--- src/uart_fifo_cfg.svh ---
// Offsets, field positions, reset values and codes of the FIFO front end
`ifndef UART_FIFO_CFG_SVH
`define UART_FIFO_CFG_SVH

// ----------------------------------------------------------------------
// Register indices (byte address is four times the index)
// ----------------------------------------------------------------------
`define IDX_FIFO_LEVEL_CONTROL   8'h96
`define IDX_SERIAL_DATA_PORT     8'h97
`define IDX_SERIAL_IRQ_STAT_EN   8'h9a
`define IDX_CHANNEL_CONTROL      8'h9c

// ----------------------------------------------------------------------
// Field positions
// ----------------------------------------------------------------------
`define RX_FIELD_MSB             7
`define RX_FIELD_LSB             4
`define TX_FIELD_MSB             3
`define TX_FIELD_LSB             0
`define CHANNEL_ENABLE_BIT       7

// ----------------------------------------------------------------------
// Trigger code limits
// ----------------------------------------------------------------------
`define RX_TRIG_MAX_CODE         4'h3
`define TX_TRIG_MIN_CODE         4'h1
`define TX_TRIG_MAX_CODE         4'h4

// ----------------------------------------------------------------------
// Reset values
// ----------------------------------------------------------------------
`define RST_LEVEL_CONTROL        8'h00
`define RST_IRQ_STAT_EN          8'h00
`define RST_CHANNEL_ENABLE       1'b0
`define RST_DATA_PORT            8'h00

`endif

--- src/uart_fifo_pkg.sv ---
// Types shared by the FIFO front end
package uart_fifo_pkg;

  // Interrupt register layout, status on read, enables on write
  typedef struct packed {
    logic irq_master_enable;
    logic tx_room_available_flag;
    logic rx_data_available_flag;
    logic rx_overflow_flag;
    logic rx_underflow_flag;
    logic tx_overflow_flag;
    logic framing_error_flag;
    logic tx_complete_flag;
  } irq_bits_s;

  // Byte from the serial shifter
  typedef struct packed {
    logic       valid;
    logic       frame_err;
    logic [7:0] data;
  } rx_byte_s;

endpackage

--- src/uart_fifo_irq_frontend.sv ---
// FIFO, trigger and interrupt front end of one UART channel
//
// Summary of operation
// Driving the channel enable low empties and resets both byte queues.
// Disabling also drops the rx and tx overflow and rx underflow flags.
// Reading the data port returns the oldest received byte and removes it.
// Writing the data port appends the byte to the transmit queue.
// The write-only rx trigger takes codes 0 to 3 and refuses others.
// The write-only tx trigger takes codes 1 to 4 and refuses others.
// Both fill counts read back as four-bit fields writes cannot change.
// Interrupt is high only with master enable and an enabled flag set.
`include "uart_fifo_cfg.svh"
`timescale 1ns/1ps

module uart_fifo_irq_frontend #(
  parameter int DEPTH = 4
) (
  input  wire logic                  ref_clk_in,
  input  wire logic                  rst_b_in,
  input  wire logic                  wb_cyc_in,
  input  wire logic                  wb_stb_in,
  input  wire logic                  wb_we_in,
  input  wire logic [9:0]            wb_adr_in,
  input  wire logic [3:0]            wb_sel_in,
  input  wire logic [31:0]           wb_dat_in,
  output logic      [31:0]           wb_dat_out,
  output logic                       wb_ack_out,
  input  wire uart_fifo_pkg::rx_byte_s rx_byte_in,
  input  wire logic                  tx_take_in,
  input  wire logic                  tx_done_in,
  output logic      [7:0]            tx_data_out,
  output logic                       tx_strobe_out,
  output logic                       tx_pending_out,
  output logic                       irq_out
);

  localparam int PW = (DEPTH > 1) ? $clog2(DEPTH) : 1;

  // ----------------------------------------------------------------------
  // Parameter check
  // ----------------------------------------------------------------------
  if (DEPTH < 4 || DEPTH > 15)
  begin : g_bad_depth
    $error("DEPTH must lie between 4 and 15");
  end

  // ----------------------------------------------------------------------
  // Bus decode
  // ----------------------------------------------------------------------
  logic                    ack_reg;
  logic                    req;
  logic                    wr;
  logic                    rd;
  logic                    hit_level;
  logic                    hit_data;
  logic                    hit_irq;
  logic                    hit_ctrl;

  assign req       = wb_cyc_in & wb_stb_in & ~ack_reg;
  assign wr        = req & wb_we_in & wb_sel_in[0];
  assign rd        = req & ~wb_we_in;
  assign hit_level = wb_adr_in[9:2] == `IDX_FIFO_LEVEL_CONTROL;
  assign hit_data  = wb_adr_in[9:2] == `IDX_SERIAL_DATA_PORT;
  assign hit_irq   = wb_adr_in[9:2] == `IDX_SERIAL_IRQ_STAT_EN;
  assign hit_ctrl  = wb_adr_in[9:2] == `IDX_CHANNEL_CONTROL;

  // ----------------------------------------------------------------------
  // Control registers
  // ----------------------------------------------------------------------
  logic                    chan_en_reg;
  logic [3:0]              rx_trig_reg;
  logic [3:0]              tx_trig_reg;
  logic [3:0]              wr_rx_code;
  logic [3:0]              wr_tx_code;

  assign wr_rx_code = wb_dat_in[`RX_FIELD_MSB:`RX_FIELD_LSB];
  assign wr_tx_code = wb_dat_in[`TX_FIELD_MSB:`TX_FIELD_LSB];

  always_ff @(posedge ref_clk_in)
  begin
    if (!rst_b_in)
      chan_en_reg <= `RST_CHANNEL_ENABLE;
    else if (wr && hit_ctrl)
      chan_en_reg <= wb_dat_in[`CHANNEL_ENABLE_BIT];
  end

  always_ff @(posedge ref_clk_in)
  begin
    if (!rst_b_in)
    begin
      rx_trig_reg <= 4'(`RST_LEVEL_CONTROL >> `RX_FIELD_LSB);
      tx_trig_reg <= 4'(`RST_LEVEL_CONTROL);
    end
    else if (wr && hit_level)
    begin
      if (wr_rx_code <= `RX_TRIG_MAX_CODE)
        rx_trig_reg <= wr_rx_code;
      if (wr_tx_code >= `TX_TRIG_MIN_CODE && wr_tx_code <= `TX_TRIG_MAX_CODE)
        tx_trig_reg <= wr_tx_code;
    end
  end

  // ----------------------------------------------------------------------
  // Receive queue
  // ----------------------------------------------------------------------
  logic [7:0]              rx_mem [DEPTH];
  logic [PW-1:0]           rx_wr_ptr;
  logic [PW-1:0]           rx_rd_ptr;
  logic [3:0]              rx_count_reg;
  logic                    rx_full;
  logic                    rx_empty;
  logic                    rx_push;
  logic                    rx_pop;
  logic [7:0]              rx_head;

  assign rx_full  = rx_count_reg == 4'(DEPTH);
  assign rx_empty = rx_count_reg == 4'h0;
  assign rx_push  = rx_byte_in.valid & chan_en_reg & ~rx_full;
  assign rx_pop   = rd & hit_data & chan_en_reg & ~rx_empty;
  assign rx_head  = rx_mem[rx_rd_ptr];

  always_ff @(posedge ref_clk_in)
  begin
    if (rx_push)
      rx_mem[rx_wr_ptr] <= rx_byte_in.data;
  end

  always_ff @(posedge ref_clk_in)
  begin
    if (!rst_b_in || !chan_en_reg)
    begin
      rx_wr_ptr    <= '0;
      rx_rd_ptr    <= '0;
      rx_count_reg <= 4'h0;
    end
    else
    begin
      if (rx_push)
        rx_wr_ptr <= (rx_wr_ptr == PW'(DEPTH - 1)) ? '0 : rx_wr_ptr + 1'b1;
      if (rx_pop)
        rx_rd_ptr <= (rx_rd_ptr == PW'(DEPTH - 1)) ? '0 : rx_rd_ptr + 1'b1;
      if (rx_push && !rx_pop)
        rx_count_reg <= rx_count_reg + 4'h1;
      else if (rx_pop && !rx_push)
        rx_count_reg <= rx_count_reg - 4'h1;
    end
  end

  // ----------------------------------------------------------------------
  // Transmit queue
  // ----------------------------------------------------------------------
  logic [7:0]              tx_mem [DEPTH];
  logic [PW-1:0]           tx_wr_ptr;
  logic [PW-1:0]           tx_rd_ptr;
  logic [3:0]              tx_count_reg;
  logic [3:0]              tx_count_next;
  logic                    tx_full;
  logic                    tx_empty;
  logic                    tx_push;
  logic                    tx_pop;

  assign tx_full  = tx_count_reg == 4'(DEPTH);
  assign tx_empty = tx_count_reg == 4'h0;
  assign tx_push  = wr & hit_data & chan_en_reg & ~tx_full;
  assign tx_pop   = tx_take_in & chan_en_reg & ~tx_empty;

  always_comb
  begin
    tx_count_next = tx_count_reg;
    if (!chan_en_reg)
      tx_count_next = 4'h0;
    else if (tx_push && !tx_pop)
      tx_count_next = tx_count_reg + 4'h1;
    else if (tx_pop && !tx_push)
      tx_count_next = tx_count_reg - 4'h1;
  end

  always_ff @(posedge ref_clk_in)
  begin
    if (tx_push)
      tx_mem[tx_wr_ptr] <= wb_dat_in[7:0];
  end

  always_ff @(posedge ref_clk_in)
  begin
    if (!rst_b_in || !chan_en_reg)
    begin
      tx_wr_ptr    <= '0;
      tx_rd_ptr    <= '0;
      tx_count_reg <= 4'h0;
    end
    else
    begin
      if (tx_push)
        tx_wr_ptr <= (tx_wr_ptr == PW'(DEPTH - 1)) ? '0 : tx_wr_ptr + 1'b1;
      if (tx_pop)
        tx_rd_ptr <= (tx_rd_ptr == PW'(DEPTH - 1)) ? '0 : tx_rd_ptr + 1'b1;
      tx_count_reg <= tx_count_next;
    end
  end

  // Byte handed to the shifter
  always_ff @(posedge ref_clk_in)
  begin
    if (!rst_b_in)
    begin
      tx_data_out    <= 8'h00;
      tx_strobe_out  <= 1'b0;
      tx_pending_out <= 1'b0;
    end
    else
    begin
      if (tx_pop)
        tx_data_out <= tx_mem[tx_rd_ptr];
      tx_strobe_out  <= tx_pop;
      tx_pending_out <= tx_count_next != 4'h0;
    end
  end

  // ----------------------------------------------------------------------
  // Interrupt flags
  // ----------------------------------------------------------------------
  uart_fifo_pkg::irq_bits_s en_reg;
  uart_fifo_pkg::irq_bits_s wr_en;
  uart_fifo_pkg::irq_bits_s status;
  logic [4:0]              flags_reg;
  logic [4:0]              flag_set;
  logic [4:0]              flag_clr;
  logic                    rx_avail_live;
  logic                    tx_room_live;

  assign wr_en         = uart_fifo_pkg::irq_bits_s'(wb_dat_in[7:0]);
  assign rx_avail_live = rx_count_reg > rx_trig_reg;
  assign tx_room_live  = tx_count_reg < tx_trig_reg;
  assign flag_set = {rx_byte_in.valid & chan_en_reg & rx_full,
                     rd & hit_data & rx_empty,
                     wr & hit_data & chan_en_reg & tx_full,
                     rx_byte_in.valid & rx_byte_in.frame_err,
                     tx_done_in};

  always_comb
  begin
    flag_clr = 5'h00;
    if (rd && hit_irq)
      flag_clr = 5'h1f;
    if (wr && hit_irq)
      flag_clr = flag_clr | ~{wr_en.rx_overflow_flag,
                              wr_en.rx_underflow_flag,
                              wr_en.tx_overflow_flag,
                              wr_en.framing_error_flag,
                              wr_en.tx_complete_flag};
    if (!chan_en_reg)
      flag_clr = flag_clr | 5'h1c;
  end

  assign status = {en_reg.irq_master_enable, tx_room_live, rx_avail_live,
                   flags_reg};

  always_ff @(posedge ref_clk_in)
  begin
    if (!rst_b_in)
      flags_reg <= 5'(`RST_IRQ_STAT_EN);
    else
      flags_reg <= (flags_reg & ~flag_clr) | flag_set;
  end

  always_ff @(posedge ref_clk_in)
  begin
    if (!rst_b_in)
      en_reg <= uart_fifo_pkg::irq_bits_s'(`RST_IRQ_STAT_EN);
    else if (wr && hit_irq)
      en_reg <= wr_en;
  end

  always_ff @(posedge ref_clk_in)
  begin
    if (!rst_b_in)
      irq_out <= 1'b0;
    else
      irq_out <= en_reg.irq_master_enable &
                 (|(status[6:0] & en_reg[6:0]));
  end

  // ----------------------------------------------------------------------
  // Bus answer
  // ----------------------------------------------------------------------
  always_ff @(posedge ref_clk_in)
  begin
    if (!rst_b_in)
    begin
      ack_reg    <= 1'b0;
      wb_dat_out <= 32'h0000_0000;
    end
    else
    begin
      ack_reg <= req;
      if (rd)
      begin
        if (hit_level)
          wb_dat_out <= {24'h00_0000, rx_count_reg, tx_count_reg};
        else if (hit_data)
          wb_dat_out <= {24'h00_0000,
                         rx_empty ? `RST_DATA_PORT : rx_head};
        else if (hit_irq)
          wb_dat_out <= {24'h00_0000, status};
        else if (hit_ctrl)
          wb_dat_out <= {24'h00_0000, chan_en_reg, 7'h00};
        else
          wb_dat_out <= 32'h0000_0000;
      end
    end
  end

  assign wb_ack_out = ack_reg;
endmodule // uart_fifo_irq_frontend

--- config.mk ---
export PLATFORM = sky130hd
export DESIGN_NAME = uart_fifo_irq_frontend
export DESIGN_NICKNAME = d
export VERILOG_FILES = /design/src/uart_fifo_pkg.sv /design/src/uart_fifo_irq_frontend.sv
export VERILOG_INCLUDE_DIRS = /design/src
export SDC_FILE = /design/constraint.sdc
export NUM_CORES = 1
export LEC_CHECK = 0
export BUFFER_PORTS_ARGS = -buffer_cell sky130_fd_sc_hd__buf_4
export CORE_UTILIZATION = 40
export CTS_BUF_LIST = sky130_fd_sc_hd__clkbuf_4
export CTS_CLUSTER_SIZE = 28
export DETAILED_ROUTE_END_ITERATION = 10
export GPL_ROUTABILITY_DRIVEN = 0
export HOLD_SLACK_MARGIN = 0.06
export SETUP_SLACK_MARGIN = 0.3
export SYNTH_ARGS = -nofsm -noshare
export SYNTH_HDL_FRONTEND = slang
export SYNTH_SLANG_ARGS = --single-unit
--- constraint.sdc ---
create_clock -name ref_clk_in -period 2.5 [get_ports ref_clk_in]
set_input_delay 0 -clock ref_clk_in [delete_from_list [all_inputs] [get_ports ref_clk_in]]
set_output_delay 0 -clock ref_clk_in [all_outputs]
set_load 0.01 [all_outputs]
==> impl_metrics.csv <==
group,metric,value,unit
finish,area_growth,25.2,%
sta,fmax,448,MHz
finish,diodes,0,
finish,nNetsFinal,650,
route,drc,0,
sta,postLayoutSetupSlackWorst,269,ps
yosys,yosysTopAreaCellShare,34.5,%
sta,rsz0062_at_grt,"true",
grt,grt_pass1_vias,3966,
yosys,synth_top_area_cell,"edfxtp_1",
setup_path,reg2reg_slack,270,ps
finish,reg_top3,"rx_mem: 32 flops, tx_mem: 32 flops",
yosys,synthFlopType,"edfxtp_1",
floorplanning,dieArea,14400,um2
pwr,irDropWorstVdd,0.478,mV
floorplanning,die_w,120,um
setup_path,crit_fanout,3,
yosys,syn_inst,455,
pwr,powerDensity,572,nW/um2
grt,grt_max_degree,42,
floorplanning,start_util,41.6,%
setup_path,endpoint_kind,"flop",
yosys,synthArstFlopShare,0,%
route,viasPerCell,5.01,
setup_path,path_class,"reg -> reg",
grt,antenna_found_initial,0,
yosys,syn_area,5570,um2
setup_path,crit_arrival,2710,ps
floorplanning,rows,42,
sta,tns,0,ps
yosys,ys_types,56,
floorplanning,core_region_area,13400,um2
clock_network,root_buffer,"clkbuf_4",
sta,max_slew_margin,56.9,%
placed_design,place_area,6150,um2
floorplanning,io_pins,107,
yosys,yosys-top-cells-area,"edfxtp_1 35%, dfxtp_1 22%, mux4_2 6.5%, ha_1 4.9%, buf_4 3.2%",
clock_network,htree_levels,4,
setup_path,crit_required,2980,ps
route,num_vias,3769,
setup_path,critPathLaunch,"wb_ack_out",
sta,hold_violations,0,
yosys,synth_edf_count,64,
pwr,p_leak,2.61,nW
yosys,ys_warn_count,0,
setup_path,r2r_start,"wb_ack_out",
job,maxCapViolCount,0,
route,wl,12000,um
placed_design,place_ws,159,ps
route,first_iter_violations,194,
clock_network,cts_made_buffers,17,
route,wire_per_inst,16.0,um
setup_path,start_kind,"flop",
finish,fillers,1199,
yosys,postSynthAreaPerCell,12.2,um2
clock_network,clk_pin_slew,110,ps
worst_hold_path,hold_class,"in -> reg",
clock_network,clock_path_buffers,2,
yosys,yosysSeqAreaShare,56.1,%
clock_network,cts_tree,"done",
grt,grt_usage,18.6,%
sta,fin_hold_ws,125,ps
route,drt.antenna.violating_nets,0,
grt,grt_pass1_wl,19900,um
sta,finalCritPeriodShare,89.2,%
finish,drive_above_1_share,25.3,%
run_status,status,"completed",
sta,finClkSkew,12.6,ps
worst_hold_path,min-delay-start,"wb_adr_in[7]",
sta,slew_violations,0,
finish,final_area,6970,um2
sta,period_needed,2230,ps
placed_design,dp_hpwl,8410,um
placed_design,numPortBuffers,53,
grt,overflow,0,
clock_network,clock_latency,550,ps
sta,finalSetupViolations,0,
yosys,synth_seq_cells,124,
route,drt-pass1-iter-count,4,
sta,worst_pin_slew,646,ps
floorplanning,die_h,120,um
clock_network,cts_sinks,124,
==> timing repair <==
item | CTS | global route
hold buffers | 35 | 0
pin swaps | 2 | 10
setup endpoints to repair | 34 | 11
endpoints found under the hold margin | 122 | 0
gates resized for setup | 7 | 9
cloned | 0 | 0
buffers inserted | 4 | 7
==> synthesized netlist by cell type, types with 12 or more instances <==
library cell and n:
mux2i_1 14, dfxtp_1 60, a21boi_0 12, clkbuf_1 13
buf_4 24, a21oi_1 25, inv_1 16, o21ai_0 19
nor2_1 22, edfxtp_1 64, ha_1 22, nor2b_1 14
nand2_1 36, mux4_2 16
==> cell families after synthesis <==
| logic type | Yosys count | synth area share (%) |
|---|---|---|
| mux | 30 | 8.99 |
| simple gates | 123 | 12.0 |
| compound gates | 85 | 9.89 |
| buf+inv | 58 | 5.93 |
| xor+xnor | 10 | 1.57 |
| other cells | 1 | 0.0673 |
| fa+ha+maj | 24 | 5.50 |
| flops | 124 | 56.1 |
==> worst paths after layout <==
| kind | end | cells past startpoint |
|---|---|---|
| max | rx_count_reg[3] | 11 |
| max reg2reg | rx_count_reg[3] | 11 |
| min reg2reg | tx_trig_reg[3] | 2 |
| min | flags_reg[2] | 5 |
==> layout make-up <==
type | instances | area (um2) | area share, %
clock buffers | 18 | 135 | 1.94
inverters | 16 | 62.6 | 0.898
multi-input cells | 296 | 2310 | 33.2
well taps | 176 | 220 | 3.16
flip-flops and latches | 124 | 3130 | 45.0
repair buffers | 109 | 906 | 13.0
clock inverters | 14 | 200 | 2.87
==> through the flow <==
step	util (%)	cells	power (mW)
after global placement	45.9	675	2.34
after floorplan	-	478	2.28
after CTS	51.4	746	4.03
after global routing	52.0	753	4.13
final	52.0	753	3.99
after detailed placement	45.9	675	2.34
==> placed cells by master (no fill, tap or decap), drive strengths merged, types with 12 or more instances in the layout <==
master       count
inv             16
a21oi           25
nand2           36
buf             74
edfxtp          64
nor2            23
dlygate4sd3     35
ha              22
dfxtp           60
nor2b           14
mux2i           14
mux4            16
conb            24
clkbuf          18
and2            12
a21boi          13
o21ai           19
==> routing by layer <==
metal / wire (um) / GRT usage (%)
met1: 5090 / 21.1
met2: 6220 / 32.1
met3: 493 / 5.47
met4: 239 / 8.20
met5: 0 / 0
==> power breakdown <==
part	leakage [nW]	switching, mW	internal, mW
combinational	1.37	0.0930	0.0996
sequential	1.06	0.00652	2.14
clock	0.176	0.756	0.890
total	2.61	0.856	3.13
==> worst max-delay path: stages (launching register included) <==
cell	delay, ps
dfxtp_2	330
and3b_2	240
nor2b_4	190
nand3_4	110
ha_4	180
inv_4	60
ha_4	180
a21o_1	160
a21oi_2	140
xnor2_1	90
or3_1	360
a21oi_2	110
No activity file was read; power rests on OpenSTA's default activity.
